$ cat src/design/sbc_wd_pkg.sv
// Shared constants and types for the watchdog and main status block
package sbc_wd_pkg;
   localparam int unsigned CLK_HZ          = 20_000_000;
   localparam int unsigned TICK_US         = 1000;
   localparam int unsigned TICK_CYCLES_DEF = (CLK_HZ / 1_000_000) * TICK_US;
   localparam int unsigned MS_W            = 13;

   localparam logic [6:0] ADDR_WD_CTRL     = 7'h00;
   localparam logic [6:0] ADDR_MAIN_STATUS = 7'h03;
   localparam logic [6:0] ADDR_WD_STATUS   = 7'h05;

   localparam int unsigned MODE_MSB  = 7;
   localparam int unsigned MODE_LSB  = 5;
   localparam int unsigned PER_MSB   = 3;
   localparam int unsigned PER_LSB   = 0;
   localparam int unsigned OTW_BIT   = 6;
   localparam int unsigned NYN_BIT   = 5;
   localparam int unsigned FNM_BIT   = 3;
   localparam int unsigned SDM_BIT   = 2;

   localparam logic [2:0] WMC_AUTO    = 3'h1;
   localparam logic [2:0] WMC_TIMEOUT = 3'h2;
   localparam logic [2:0] WMC_WINDOW  = 3'h4;
   localparam logic [3:0] NWP_DEFAULT = 4'h4;

   localparam logic [1:0] WDS_OFF    = 2'h0;
   localparam logic [1:0] WDS_FIRST  = 2'h1;
   localparam logic [1:0] WDS_SECOND = 2'h2;

   localparam logic [4:0] CAUSE_POWER_ON    = 5'h00;
   localparam logic [4:0] CAUSE_CAN_WAKE    = 5'h01;
   localparam logic [4:0] CAUSE_PIN_WAKE    = 5'h04;
   localparam logic [4:0] CAUSE_SLEEP_OVF   = 5'h0C;
   localparam logic [4:0] CAUSE_DIAG_WAKE   = 5'h0D;
   localparam logic [4:0] CAUSE_EARLY_TRIG  = 5'h0E;
   localparam logic [4:0] CAUSE_WD_OVF      = 5'h0F;
   localparam logic [4:0] CAUSE_ILLEGAL_WMC = 5'h10;
   localparam logic [4:0] CAUSE_PIN_PULL    = 5'h11;
   localparam logic [4:0] CAUSE_OT_EXIT     = 5'h12;
   localparam logic [4:0] CAUSE_V1_UV       = 5'h13;
   localparam logic [4:0] CAUSE_BAD_SLEEP   = 5'h14;

   typedef enum logic [2:0] {
      CM_OFF, CM_FORCED_NORMAL, CM_STANDBY, CM_NORMAL, CM_SLEEP, CM_RESET, CM_OVERTEMP
   } chip_mode_t;

   typedef enum logic [1:0] {WD_OFF, WD_TIMEOUT, WD_WINDOW} wd_beh_t;

   typedef struct packed {
      logic       wr;
      logic       rd;
      logic [6:0] addr;
      logic [7:0] wdata;
   } reg_req_t;

   typedef struct packed {
      logic can_wake;
      logic pin_wake;
      logic diag_wake;
      logic pin_pulldown;
      logic overtemp_exit;
      logic v1_undervoltage;
      logic bad_sleep_cmd;
   } cause_ev_t;
endpackage

$ cat src/design/level_sync.sv
// Two-stage synchroniser for asynchronous level inputs
`timescale 1ns/1ps
`default_nettype none
module level_sync #(
   parameter int unsigned WIDTH = 1
) (
   input  wire logic             clk,
   input  wire logic             reset,
   input  wire logic [WIDTH-1:0] d,
   output var  logic [WIDTH-1:0] q
);
   logic [WIDTH-1:0] meta_q;

   generate
      if (WIDTH < 1) begin : g_chk
         $error("level_sync WIDTH must be at least 1");
      end
   endgenerate

   always_ff @(posedge clk) begin
      if (reset) begin
         meta_q <= '0;
         q      <= '0;
      end else begin
         meta_q <= d;
         q      <= meta_q;
      end
   end
endmodule // level_sync
`default_nettype wire

$ cat src/design/ms_tick.sv
// Restartable time base giving one pulse per millisecond
`timescale 1ns/1ps
`default_nettype none
module ms_tick #(
   parameter int unsigned CYCLES = sbc_wd_pkg::TICK_CYCLES_DEF
) (
   input  wire logic clk,
   input  wire logic reset,
   input  wire logic restart,
   output var  logic tick_q
);
   localparam int unsigned CW = (CYCLES > 1) ? $clog2(CYCLES) : 1;
   localparam logic [CW-1:0] LAST = CW'(CYCLES - 1);
   logic [CW-1:0] cnt_q;

   generate
      if (CYCLES < 2) begin : g_chk
         $error("ms_tick CYCLES must be at least 2");
      end
   endgenerate

   // Restart realigns the phase so a full period follows each trigger
   always_ff @(posedge clk) begin
      if (reset || restart) begin
         cnt_q  <= '0;
         tick_q <= 1'b0;
      end else if (cnt_q == LAST) begin
         cnt_q  <= '0;
         tick_q <= 1'b1;
      end else begin
         cnt_q  <= cnt_q + CW'(1);
         tick_q <= 1'b0;
      end
   end
endmodule // ms_tick
`default_nettype wire

$ cat src/design/sbc_watchdog_reset_status.sv
// Watchdog unit with main status and reset cause recording
// Summary of operation
// - Status bit 6 shows overtemperature warning level
// - Status bit 5 set until first Normal
// - Wake causes coded 00001, 00100, 01101
// - Watchdog causes coded 01100, 01110, 01111
// - Pin, overtemp exit, undervoltage: 10001-10011
// - Cause 00000 at power-on, 10100 bad sleep
// - Window behaviour only in Normal mode
// - Timeout behaviour restarts on any trigger
// - Window code runs timeout until Normal
// - Mode change in Normal forces reset 10000
// - Period codes decode to eight periods
// - Period defaults to 128 ms
// - One period serves both behaviours
// - Each valid control write is a trigger
// - New mode or period applies at once
// - Mode field decode, default timeout or autonomous
// - Bad code abandons write, flags SPI failure
// - Autonomous: timeout in Normal, Standby RXD low
// - Window/timeout codes: timeout in Standby, Sleep
// - Off under forced normal or autonomous development
// - Window: early trigger or overflow resets
// - Timeout overflow sets failure, then resets; in Sleep each overflow wakes instead
`timescale 1ns/1ps
`default_nettype none
module sbc_watchdog_reset_status #(
   parameter int unsigned TICK_CYCLES = sbc_wd_pkg::TICK_CYCLES_DEF
) (
   input  wire logic                   clk,
   input  wire logic                   reset,
   input  wire sbc_wd_pkg::reg_req_t   reg_req,
   input  wire sbc_wd_pkg::chip_mode_t chip_mode,
   input  wire sbc_wd_pkg::cause_ev_t  cause_ev,
   input  wire logic                   rxd_level,
   input  wire logic                   overtemp_warning_in,
   input  wire logic                   forced_normal_enable,
   input  wire logic                   sw_development_enable,
   input  wire logic                   spi_fail_enable,
   input  wire logic                   wdf_clear,
   output var  logic [7:0]             reg_rdata_q,
   output var  logic                   spi_abort_q,
   output var  logic                   spi_fail_event_q,
   output var  logic                   reset_request_q,
   output var  logic                   wd_wake_q,
   output var  logic                   watchdog_failure_flag_q
);
   localparam int unsigned MW = sbc_wd_pkg::MS_W;

   logic [2:0]          mode_q;
   logic [3:0]          period_q;
   logic                defaults_done_q;
   logic                not_yet_normal_q;
   logic [4:0]          cause_q;
   logic [MW-1:0]       elapsed_q;
   sbc_wd_pkg::wd_beh_t beh_q;
   sbc_wd_pkg::wd_beh_t beh;
   logic [1:0]          sync_q;
   logic                rxd_s;
   logic                otw_s;
   logic                tick;
   logic [MW-1:0]       per_ms;
   logic [MW-1:0]       half_ms;
   logic [1:0]          wds;
   logic                wr_ctrl;
   logic                wr_bad;
   logic                wr_illegal;
   logic                wr_good;
   logic                restart;
   logic                overflow;
   logic                early;
   logic                win_ovf;
   logic                to_ovf;
   logic                sleep_ovf;
   logic                to_reset;

   generate
      if (TICK_CYCLES < 2) begin : g_chk
         $error("TICK_CYCLES must be at least 2");
      end
   endgenerate

   // Period in ms; zero marks a code with no meaning
   function automatic logic [MW-1:0] period_ms(input logic [3:0] code);
      case (code)
         4'h8:    period_ms = MW'(8);
         4'h1:    period_ms = MW'(16);
         4'h2:    period_ms = MW'(32);
         4'hB:    period_ms = MW'(64);
         4'h4:    period_ms = MW'(128);
         4'hD:    period_ms = MW'(256);
         4'hE:    period_ms = MW'(1024);
         4'h7:    period_ms = MW'(4096);
         default: period_ms = '0;
      endcase
   endfunction

   function automatic logic mode_valid(input logic [2:0] code);
      mode_valid = (code == sbc_wd_pkg::WMC_AUTO) || (code == sbc_wd_pkg::WMC_TIMEOUT)
                   || (code == sbc_wd_pkg::WMC_WINDOW);
   endfunction

   level_sync #(.WIDTH(2)) u_sync (
      .clk   (clk),
      .reset (reset),
      .d     ({rxd_level, overtemp_warning_in}),
      .q     (sync_q)
   );
   assign rxd_s = sync_q[1];
   assign otw_s = sync_q[0];

   ms_tick #(.CYCLES(TICK_CYCLES)) u_tick (
      .clk     (clk),
      .reset   (reset),
      .restart (restart),
      .tick_q  (tick)
   );

   // Write classification
   assign wr_ctrl    = reg_req.wr && (reg_req.addr == sbc_wd_pkg::ADDR_WD_CTRL);
   assign wr_bad     = wr_ctrl && !(mode_valid(reg_req.wdata[7:5])
                       && (period_ms(reg_req.wdata[3:0]) != '0));
   assign wr_illegal = wr_ctrl && !wr_bad && (chip_mode == sbc_wd_pkg::CM_NORMAL)
                       && (reg_req.wdata[7:5] != mode_q);
   assign wr_good    = wr_ctrl && !wr_bad && !wr_illegal;

   // Behaviour selection
   always_comb begin
      beh = sbc_wd_pkg::WD_OFF;
      if (!forced_normal_enable) begin
         case (mode_q)
            sbc_wd_pkg::WMC_WINDOW: begin
               if (chip_mode == sbc_wd_pkg::CM_NORMAL) begin
                  beh = sbc_wd_pkg::WD_WINDOW;
               end else if (chip_mode == sbc_wd_pkg::CM_STANDBY
                            || chip_mode == sbc_wd_pkg::CM_SLEEP) begin
                  beh = sbc_wd_pkg::WD_TIMEOUT;
               end
            end
            sbc_wd_pkg::WMC_TIMEOUT: begin
               if (chip_mode == sbc_wd_pkg::CM_NORMAL || chip_mode == sbc_wd_pkg::CM_STANDBY
                   || chip_mode == sbc_wd_pkg::CM_SLEEP) begin
                  beh = sbc_wd_pkg::WD_TIMEOUT;
               end
            end
            sbc_wd_pkg::WMC_AUTO: begin
               if (!sw_development_enable) begin
                  if (chip_mode == sbc_wd_pkg::CM_NORMAL
                      || (chip_mode == sbc_wd_pkg::CM_STANDBY && !rxd_s)) begin
                     beh = sbc_wd_pkg::WD_TIMEOUT;
                  end
               end
            end
            default: beh = sbc_wd_pkg::WD_OFF;
         endcase
      end
   end

   // Same period for both behaviours, halves judged in ms
   assign per_ms  = period_ms(period_q);
   assign half_ms = per_ms >> 1;

   // A behaviour change also restarts so a new mode starts on a full period
   assign restart   = wr_good || (beh != beh_q);
   assign overflow  = (beh != sbc_wd_pkg::WD_OFF) && tick && (elapsed_q == per_ms - MW'(1));
   assign early     = wr_good && (beh == sbc_wd_pkg::WD_WINDOW) && (elapsed_q < half_ms);
   assign win_ovf   = overflow && (beh == sbc_wd_pkg::WD_WINDOW);
   assign to_ovf    = overflow && (beh == sbc_wd_pkg::WD_TIMEOUT);
   assign sleep_ovf = to_ovf && (chip_mode == sbc_wd_pkg::CM_SLEEP);
   assign to_reset  = to_ovf && !sleep_ovf && watchdog_failure_flag_q;

   always_comb begin
      if (beh == sbc_wd_pkg::WD_OFF) begin
         wds = sbc_wd_pkg::WDS_OFF;
      end else if (elapsed_q < half_ms) begin
         wds = sbc_wd_pkg::WDS_FIRST;
      end else begin
         wds = sbc_wd_pkg::WDS_SECOND;
      end
   end

   // Millisecond timer
   always_ff @(posedge clk) begin
      if (reset) begin
         elapsed_q <= '0;
         beh_q     <= sbc_wd_pkg::WD_OFF;
      end else begin
         beh_q <= beh;
         if (beh == sbc_wd_pkg::WD_OFF || restart || overflow) begin
            elapsed_q <= '0;
         end else if (tick) begin
            elapsed_q <= elapsed_q + MW'(1);
         end
      end
   end

   // Control register; development default is taken just after release
   always_ff @(posedge clk) begin
      if (reset) begin
         mode_q          <= sbc_wd_pkg::WMC_TIMEOUT;
         period_q        <= sbc_wd_pkg::NWP_DEFAULT;
         defaults_done_q <= 1'b0;
      end else begin
         defaults_done_q <= 1'b1;
         if (wr_good) begin
            mode_q   <= reg_req.wdata[sbc_wd_pkg::MODE_MSB:sbc_wd_pkg::MODE_LSB];
            period_q <= reg_req.wdata[sbc_wd_pkg::PER_MSB:sbc_wd_pkg::PER_LSB];
         end else if (!defaults_done_q && sw_development_enable) begin
            mode_q <= sbc_wd_pkg::WMC_AUTO;
         end
      end
   end

   // Failure flag: an overflow that does not reset beats a clear in the same cycle
   always_ff @(posedge clk) begin
      if (reset) begin
         watchdog_failure_flag_q <= 1'b0;
      end else if (to_ovf && !to_reset) begin
         watchdog_failure_flag_q <= 1'b1;
      end else if (wdf_clear) begin
         watchdog_failure_flag_q <= 1'b0;
      end
   end

   // Event outputs
   always_ff @(posedge clk) begin
      if (reset) begin
         reset_request_q  <= 1'b0;
         wd_wake_q        <= 1'b0;
         spi_abort_q      <= 1'b0;
         spi_fail_event_q <= 1'b0;
      end else begin
         reset_request_q  <= wr_illegal || early || win_ovf || to_reset;
         wd_wake_q        <= sleep_ovf;
         spi_abort_q      <= wr_bad;
         spi_fail_event_q <= wr_bad && spi_fail_enable;
      end
   end

   always_ff @(posedge clk) begin
      if (reset) begin
         not_yet_normal_q <= 1'b1;
      end else if (chip_mode == sbc_wd_pkg::CM_NORMAL) begin
         not_yet_normal_q <= 1'b0;
      end
   end

   // Cause of latest reset; an illegal mode change, then watchdog causes, win over simultaneous others
   always_ff @(posedge clk) begin
      if (reset) begin
         cause_q <= sbc_wd_pkg::CAUSE_POWER_ON;
      end else if (wr_illegal) begin
         cause_q <= sbc_wd_pkg::CAUSE_ILLEGAL_WMC;
      end else if (early) begin
         cause_q <= sbc_wd_pkg::CAUSE_EARLY_TRIG;
      end else if (win_ovf || to_reset) begin
         cause_q <= sbc_wd_pkg::CAUSE_WD_OVF;
      end else if (sleep_ovf) begin
         cause_q <= sbc_wd_pkg::CAUSE_SLEEP_OVF;
      end else if (cause_ev.v1_undervoltage) begin
         cause_q <= sbc_wd_pkg::CAUSE_V1_UV;
      end else if (cause_ev.pin_pulldown) begin
         cause_q <= sbc_wd_pkg::CAUSE_PIN_PULL;
      end else if (cause_ev.overtemp_exit) begin
         cause_q <= sbc_wd_pkg::CAUSE_OT_EXIT;
      end else if (cause_ev.bad_sleep_cmd) begin
         cause_q <= sbc_wd_pkg::CAUSE_BAD_SLEEP;
      end else if (cause_ev.diag_wake) begin
         cause_q <= sbc_wd_pkg::CAUSE_DIAG_WAKE;
      end else if (cause_ev.pin_wake) begin
         cause_q <= sbc_wd_pkg::CAUSE_PIN_WAKE;
      end else if (cause_ev.can_wake) begin
         cause_q <= sbc_wd_pkg::CAUSE_CAN_WAKE;
      end
   end

   // Read data, one cycle after the request; unmapped reads return zero
   always_ff @(posedge clk) begin
      if (reset) begin
         reg_rdata_q <= 8'h00;
      end else if (reg_req.rd) begin
         case (reg_req.addr)
            sbc_wd_pkg::ADDR_WD_CTRL:     reg_rdata_q <= {mode_q, 1'b0, period_q};
            sbc_wd_pkg::ADDR_MAIN_STATUS: reg_rdata_q <= {1'b0, otw_s, not_yet_normal_q,
                                                          cause_q};
            sbc_wd_pkg::ADDR_WD_STATUS:   reg_rdata_q <= {4'h0, forced_normal_enable,
                                                          sw_development_enable, wds};
            default:                      reg_rdata_q <= 8'h00;
         endcase
      end
   end
endmodule // sbc_watchdog_reset_status
`default_nettype wire

$ cat config.mk
export PLATFORM = sky130hd
export DESIGN_NAME = sbc_watchdog_reset_status
export DESIGN_NICKNAME = d
export VERILOG_FILES = /design/src/design/sbc_wd_pkg.sv /design/src/design/level_sync.sv /design/src/design/ms_tick.sv /design/src/design/sbc_watchdog_reset_status.sv
export SDC_FILE = /design/constraint.sdc
export NUM_CORES = 1
export LEC_CHECK = 0
export BUFFER_PORTS_ARGS = -buffer_cell sky130_fd_sc_hd__buf_4
export CORE_MARGIN = 2
export CORE_UTILIZATION = 60
export CTS_BUF_LIST = sky130_fd_sc_hd__clkbuf_8
export DETAILED_ROUTE_END_ITERATION = 8
export GPL_ROUTABILITY_DRIVEN = 0
export PLACE_DENSITY = 0.88
export SLEW_MARGIN = 20
export SYNTH_ARGS = -nofsm -noshare
export SYNTH_HDL_FRONTEND = slang
export SYNTH_SLANG_ARGS = --single-unit
$ cat constraint.sdc
create_clock -name clk -period 4.15 [get_ports clk]
set_input_delay 1.245 -clock clk [delete_from_list [all_inputs] [get_ports clk]]
set_output_delay 1.245 -clock clk [all_outputs]
set_load 0.02 [all_outputs]
# Word-level counts from Yosys, hierarchy flattened
# Memory sizes are Yosys's and may differ from the RTL's. A register that Yosys moved wholly into a read port is not among the register bits.
# Index checks and enable logic that the tools add are counted.
[word_totals] regBits=62 output_inout_bits=13 in_bits=35 memories=2 wordCells=125 rom_bits=256
[mem_list] name="(name not given)" depth=16 width=8 read_ports=1 rd_clocked_by_memory_dff=1 wr=0 line_no="sbc_watchdog_reset_status.sv:85" text="case (code)"
[mem_list] name="(name not given)" depth=16 width=8 read_ports=1 rd_clocked_by_memory_dff=0 wr=0 line_no="sbc_watchdog_reset_status.sv:85"
[classes] mux=29 n_reduce_logical=54 n_eq_ne=17 n_lt_le_gt_ge=1 n_addsub=3
[ops] cell="$mux W5" n=11
[ops] cell="$pmux W8 S3" n=1
[ops] cell="$logic_and A1 B1 Y1" n=20
[ops] cell="$add A15 B1 Y15 const B" n=1
[ops] cell="$eq A15 B15 Y1 const B" n=1
[ops] cell="$logic_or A1 B1 Y1" n=14
[ops] cell="$add A13 B1 Y13 const B" n=1
[ops] cell="$eq A13 B13 Y1" n=1
[ops] cell="$lt A13 B12 Y1" n=1
[ops] cell="$reduce_bool A13 Y1" n=1
[ops] cell="$sub A13 B1 Y13 const B" n=1
[ops] cell="$eq A3 B2 Y1 const B" n=4
[ops] cell="$reduce_bool A11 Y1" n=1
[ops] cell="$reduce_bool A10 Y1" n=1
[ops] cell="$eq A3 B3 Y1 const B" n=3
[ops] cell="$reduce_bool A9 Y1" n=1
[ops] cell="$mux W1" n=8
[ops] cell="$mux W2" n=4
[ops] cell="$mux W4" n=2
[ops] cell="$eq A7 B2 Y1 const B" n=1
[ops] cell="$eq A7 B3 Y1 const B" n=1
[ops] cell="$logic_not A1 Y1" n=7
[ops] cell="$logic_not A7 Y1" n=1
[ops] cell="$eq A3 B1 Y1 const B" n=2
[ops] cell="10 further kinds" n=15

# Logic depth before layout (Yosys ltp)
# Gate-level depths: netlist (run 1).
[depth] word_depth=19 mapped_depth=11

# Hierarchy
# A second synthesis (run 1) with hierarchy kept.
[hier_totals] hier_cells=424 hier_area_um2=3638.5
[by_module_without_submodules] mod="sbc_watchdog_reset_status" cells_each=340 instances=1 area_each_um2=2847.7
[by_module_without_submodules] mod="ms_tick" cells_each=76 instances=1 area_each_um2=685.7
[by_module_without_submodules] mod="level_sync" cells_each=8 instances=1 area_each_um2=105.1

# Least setup slack after synthesis (run 1)
# OpenSTA, ideal clock, no wires.
[synth_timing] path_kind="input port to flip-flop" from="input sw_development_enable" to="register elapsed_q[0]" setup_slack_ns=0.413 n_path_buf=1 t_arrival_ns=3.673 setup_ns=0.064 required_time_ns=4.086 stages=9 cell_sequence="nor2_1 > a31oi_1 > or3b_2 > a221oi_2 > xor2_1 > or4_1 > or3_1 > buf_2 > nor2_1"
[synth_via] elab_chain_cells=8 elab_cells_between_ends=12 classes_between="eq/ne: 1; mux: 3; reduce/logical: 8"
[synth_rtl] element="from (decl)" line_no="sbc_watchdog_reset_status.sv:38" text="input wire logic sw_development_enable,"
[synth_rtl] element="$mux W1 *" line_no="sbc_watchdog_reset_status.sv:147" text="if (!sw_development_enable) begin"
[synth_rtl] element="$pmux W2 S3 *" line_no="sbc_watchdog_reset_status.sv:131" text="case (mode_q)"
[synth_rtl] element="$mux W2 *" line_no="sbc_watchdog_reset_status.sv:130" text="if (!forced_normal_enable) begin"
[synth_rtl] element="$ne A2 B2 Y1 or $reduce_bool A2 Y1 (tied branches)" line_no="sbc_watchdog_reset_status.sv:164, sbc_watchdog_reset_status.sv:165"
[synth_rtl] element="$logic_or A1 B1 Y1 or $logic_and A1 B1 Y1 (tied branches)" line_no="sbc_watchdog_reset_status.sv:164, sbc_watchdog_reset_status.sv:165"
[synth_rtl] element="$logic_or A1 B1 Y1 or $logic_and A1 B1 Y1 (tied branches)" line_no="sbc_watchdog_reset_status.sv:189, sbc_watchdog_reset_status.sv:165"
[synth_rtl] element="$logic_or A1 B1 Y1 *" line_no="sbc_watchdog_reset_status.sv:189" text="if (beh == sbc_wd_pkg::WD_OFF || restart || overflow) begin"
[synth_rtl] element="$reduce_or A2 Y1 (no line) *"
[synth_rtl] element="to (signal assigned)" line_no="sbc_watchdog_reset_status.sv:192" text="elapsed_q <= elapsed_q + MW'(1);"
[synth_rtl] element="to (decl)" line_no="sbc_watchdog_reset_status.sv:55" text="logic [MW-1:0] elapsed_q;"
# Mark *: on every way between the ends. The rest lies on a longest branch, timed or not.
# A chain may end at the register's enable or synchronous reset.

# Worst setup path after layout (run 1)
[layout_timing] from="input sw_development_enable" to="register elapsed_q[3]"
# Same word-level chain as after synthesis.

==> flow_metrics.tcl, run 1 <==
set metrics [dict create \
    synth_area_um2 3590 \
    overflow 0 \
    p_per_area_nw_per_um2 337 \
    async_flop_share_pct 0 \
    drtPass1Iterations 6 \
    drv_cap 0 \
    rsz0062_at_grt "false" \
    detail-route-antenna-nets 0 \
    fin_skew_ps 11.4 \
    yosysSeqAreaShare_pct 39.0 \
    synth.top_cell.area_share_pct 39.0 \
    grt_pass1_vias 3026 \
    cts-resized-gates 0 \
    routed_wl_mm 8.17 \
    route.detailed.drc 0 \
    drive_above_1_share_pct 17.1 \
    clkTransAtPathRegs_ps 80 \
    worstSkewPairLatency_ps 350 \
    synthCells 419 \
    track_usage_pct 26.0 \
    max_slew.worst_pin.slew_ps 875 \
    viasPerCell 5.88 \
    grt_max_degree 29 \
    worstHoldPathType "reg2reg" \
    drv_slew 0 \
    ios 48 \
    die_h_um 81.4 \
    cp.arrival_ps 3830 \
    htreeDepth 3 \
    cts_made_buffers 9 \
    clockBufferDepth 2 \
    avgSynthCellArea_um2 8.57 \
    first_iter_violations 291 \
    cp-start-kind "input pin" \
    wl_per_cell_um 15.0 \
    antenna_cells 0 \
    floorplan.die_area_um2 6620 \
    core_area_um2 5850 \
    timing.hold.ws_ps 460 \
    leakage_nw 1.59 \
    max_slew_margin_pct 41.5 \
    synth_common_cells "dfxtp_1, nor2_1, nand2_1, xor2_1, nand3_1" \
    path_max_fanout 13 \
    design_power_total_mw 1.41 \
    areaGrowthSynthToFinish_pct 16.6 \
    grt_pass1_wl_mm 13.3 \
    hpwlAfterDp_mm 5.95 \
    setup-tns-final_ps 0 \
    synthFlopType "dfxtp_1" \
    initial_core_util_pct 61.4 \
    cts_tree "done" \
    post-route-min-period_ps 3550 \
    cts.sinks 70 \
    fin_crit_sh_pct 85.4 \
    status "finished clean" \
    holdPathStages 2 \
    finalSetupViolCount 0 \
    crit_type "in2reg" \
    synth_cell_types 56 \
    synth_edf_count 0 \
    rows 28 \
    antenna_found_initial 0 \
    dieWidth_um 81.4 \
    post_cts_buffers 0 \
    cp-end-kind "flip-flop" \
    hold_viol 0 \
    root_buffer "clkbuf_8" \
    hold_buffers 0 \
    nFillCells 426 \
    ir_drop_v 0.000304 \
    ff2ff_path_depth 8 \
    required_ps 4430 \
    fin_nets 509 \
    port_buffers 46 \
    ys_warn_count 0 \
    syn_nets 464 \
    synth_seq_cells 70 \
    ys_top_cells_by_area "dfxtp_1, nor2_1, xor2_1" \
    max_freq_mhz 282 \
    synth_top_area_cell "dfxtp_1" \
    vias 3200 \
]
[cells by family (layout without fill, tap and decap cells)]
group	after synthesis	count (layout)	synth area share, %
muxes	6	6	1.67
AOI/OAI and AO/OA	62	62	12.6
adders and majority gates	10	10	3.48
xor gates and xnor gates	45	45	11.0
DFF	70	70	39.0
and+or+nand+nor	195	195	27.7
buffers and inverters	31	81	4.49
[flip-flops by register name (all words and copies together), names as in the netlist, 2 cells and up]
name / count
per_ms: 8
u_sync.q: 2
mode_q: 3
elapsed_q: 13
u_sync.meta_q: 2
period_q: 4
beh_q: 2
u_tick.cnt_q: 15
cause_q: 5
reg_rdata_q: 8
[stage by stage]
step	std cells	worst slack, ps	utilization, %	area, um^2
CTS	544	605	71.6	4190
detailed placement	528	257	67.7	3960
global route	544	412	71.6	4190
finish	544	604	71.6	4190
global placement	528	321	67.7	3960
floorplan	419	413	-	3590
[cell usage in the layout, fill, tap and decap left out, drive strengths merged, types with 10 or more instances in the layout]
master / count
a21oi: 16
buf: 50
dfxtp: 70
ha: 10
inv: 19
nand2: 29
nand3: 18
nor2: 70
nor3: 14
xnor2: 17
xor2: 28
[path summary, 6_finish.rpt]
check	end	slack (ps)	start
max	elapsed_q[3]	600	sw_development_enable
min	not_yet_normal_q	460	not_yet_normal_q
max reg2reg	elapsed_q[3]	1030	mode_q[1]
min reg2reg	not_yet_normal_q	460	not_yet_normal_q
[power by group]
part           internal, mW  total (mW)  switching (mW)
sequential            0.681       0.690         0.00905
combinational        0.0450      0.0916          0.0466
clock                 0.348       0.630           0.283
[critical path, stage by stage]
cell,delay [ps]
buf_4,120
nor2_1,90
a31oi_1,90
or3b_2,460
a221oi_2,340
xor2_1,100
or4_1,600
or3_1,610
nor2_1,170
[final cells by class]
cell class,instances,area [um^2],area share [%]
Multi-Input combinational cell,318,2040,48.6
Sequential cell,70,1400,33.5
Timing Repair Buffer,50,375,8.96
Clock buffer,9,124,2.96
Clock inverter,7,103,2.45
Tap cell,75,93.8,2.24
Inverter,15,56.3,1.34
[routing by layer]
layer / wire length [um] / vias to the layer above / global-route usage [%]
li1: - / 1555 / -
met1: 3540 / 1523 / 32.6
met2: 4050 / 109 / 43.8
met3: 479 / 13 / 6.89
met4: 97 / 0 / 7.29
met5: 0 / - / 0
Power figures use the tool's default switching activity.
==> inputs of run 2 (changes only) <==
--- a/config.mk
+++ b/config.mk
@@ -7,11 +7,11 @@
 export LEC_CHECK = 0
 export BUFFER_PORTS_ARGS = -buffer_cell sky130_fd_sc_hd__buf_4
 export CORE_MARGIN = 2
-export CORE_UTILIZATION = 60
+export CORE_UTILIZATION = 26
 export CTS_BUF_LIST = sky130_fd_sc_hd__clkbuf_8
 export DETAILED_ROUTE_END_ITERATION = 8
 export GPL_ROUTABILITY_DRIVEN = 0
-export PLACE_DENSITY = 0.88
+export PLACE_DENSITY = 0.47
 export SLEW_MARGIN = 20
 export SYNTH_ARGS = -nofsm -noshare
 export SYNTH_HDL_FRONTEND = slang
==> flow_metrics.tcl, run 2 (synthesis results as in run 1) <==
set metrics [dict create \
    antenna_found_initial 0 \
    hp-start "u_sync.meta_q[1]" \
    route.detailed.drc 0 \
    utilization_pct 32.3 \
    required_ps 4430 \
    max_slew.worst_pin.slew_ps 714 \
    ios 48 \
    grt_pass1_vias 2992 \
    track_usage_pct 12.4 \
    viasPerCell 4.67 \
    clkTransAtPathRegs_ps 70 \
    grt_max_degree 29 \
    cts_made_buffers 9 \
    fin_skew_ps 10.4 \
    place_ws_ps 292 \
    critPathMaxStageDelay_ps 610 \
    hpwlAfterDp_mm 6.52 \
    status "finished clean" \
    hold_buffers 0 \
    finalSetupViolCount 0 \
    cp-end-kind "flip-flop" \
    vias 3021 \
    post_cts_buffers 0 \
    dieWidth_um 122 \
    r2r_end "elapsed_q[11]" \
    r2r_slack_ps 1160 \
    rows 42 \
    core_area_um2 13300 \
    cp_cell_sequence "buf_4, nor2_1, a31oi_1, or3b_2, a221oi_2, xor2_1, or4_1, or3_1, nor2_1" \
    initial_core_util_pct 26.9 \
    drtPass1Iterations 4 \
    largest_reg_flops 15 \
    max_slew_margin_pct 52.0 \
    fin_crit_sh_pct 83.7 \
    ir_drop_v 0.000146 \
    fin_nets 511 \
    htreeDepth 3 \
    ff2ff_path_depth 8 \
    drv_slew 0 \
    cts_tree "done" \
    grt_pass1_wl_mm 14.5 \
    worst_path_most_repeated_cell "nor2_1" \
    setup-tns-final_ps 0 \
    critPathSlowestCell "or3_1" \
    holdPathStages 1 \
    path_max_fanout 13 \
    cp-start-kind "input pin" \
    die_h_um 122 \
    cp-startpoint "sw_development_enable" \
    worstHoldPathType "reg2reg" \
    crit_type "in2reg" \
    first_iter_violations 243 \
    antenna_cells 0 \
    cts.sinks 70 \
    worstSkewPairLatency_ps 350 \
    port_buffers 46 \
    hold_viol 0 \
    post-route-min-period_ps 3470 \
    detail-route-antenna-nets 0 \
    drive_above_1_share_pct 17.2 \
    r2r_start "mode_q[1]" \
    wl_per_cell_um 13.2 \
    drv_cap 0 \
    layout_common_cells "nor2_1, dfxtp_1, buf_4" \
    routed_wl_mm 8.53 \
    worst_slack_ps 677 \
    overflow 0 \
    areaGrowthSynthToFinish_pct 20.2 \
    cp.arrival_ps 3760 \
    largest_registers "u_tick.cnt_q (15), elapsed_q (13)" \
    max_freq_mhz 288 \
    root_buffer "clkbuf_8" \
    clockBufferDepth 2 \
    p_per_area_nw_per_um2 321 \
    cts-resized-gates 0 \
    leakage_nw 1.59 \
    largest_register "u_tick.cnt_q" \
    rsz0062_at_grt "false" \
    floorplan.die_area_um2 14800 \
    hold_path_end "u_sync.q[1]" \
]
==> run 2: changes by cell type in the layout (fill, tap and decap cells not counted), sizes merged <==
cell      before  now
buf           50   52
clkinv         1    3
inv           19   16
clkinvlp       0    1
==> run 2: routing by layer <==
layer | GRT usage, % | routed length [um] | share of wire (%) | vias to the layer above
li1 | - | - | - | 1562
met1 | 17.0 | 4220 | 49 | 1406
met2 | 19.5 | 3860 | 45 | 47
met3 | 3.60 | 367 | 4.3 | 6
met4 | 2.80 | 80 | 0.94 | 0
met5 | 0 | 0 | 0 | -
==> run 2: critical path: cells and delay by family <==
| family | cells | cell delay [ps] |
|---|---|---|
| xor+xnor | 1 | 100 |
| buf+inv | 1 | 120 |
| simple gates | 5 | 1870 |
| compound gates | 2 | 400 |
==> run 2: area by class of cell <==
class / instances / area (um^2)
fillers: 1433 / 9030
multi-input cells: 318 / 2040
flip-flops and latches: 70 / 1400
repair buffers: 52 / 390
well taps: 176 / 220
clock buffers: 9 / 124
clock inverters: 7 / 90.1
inverters: 15 / 56.3
==> run 2: where the power goes <==
| part | internal [mW] | switching, mW |
|---|---|---|
| sequential | 0.681 | 0.00836 |
| combinational | 0.0460 | 0.0462 |
| clock | 0.335 | 0.270 |
| total | 1.06 | 0.325 |
==> run 2: how the worst max path moves through the flow <==
| stage | to | slack [ps] | cells past startpoint |
|---|---|---|---|
| 2_1_floorplan | elapsed_q[0] | 410 | 9 |
| 3_3_place_gp | elapsed_q[0] | 380 | 9 |
| 3_5_place_dp | elapsed_q[11] | 290 | 9 |
| 4_1_cts | elapsed_q[11] | 660 | 9 |
| 5_1_grt | elapsed_q[4] | 510 | 9 |
| 6_report | elapsed_q[11] | 680 | 9 |
==> run 2: stage by stage <==
step	total power, mW	area, um^2	hold slack, ps	cells
2_1_floorplan	0.753	3590	414	419
5_1_grt	1.45	4320	469	647
4_1_cts	1.41	4320	442	647
3_3_place_gp	0.797	4100	421	631
6_report	1.39	4320	438	647
3_5_place_dp	0.798	4100	425	631
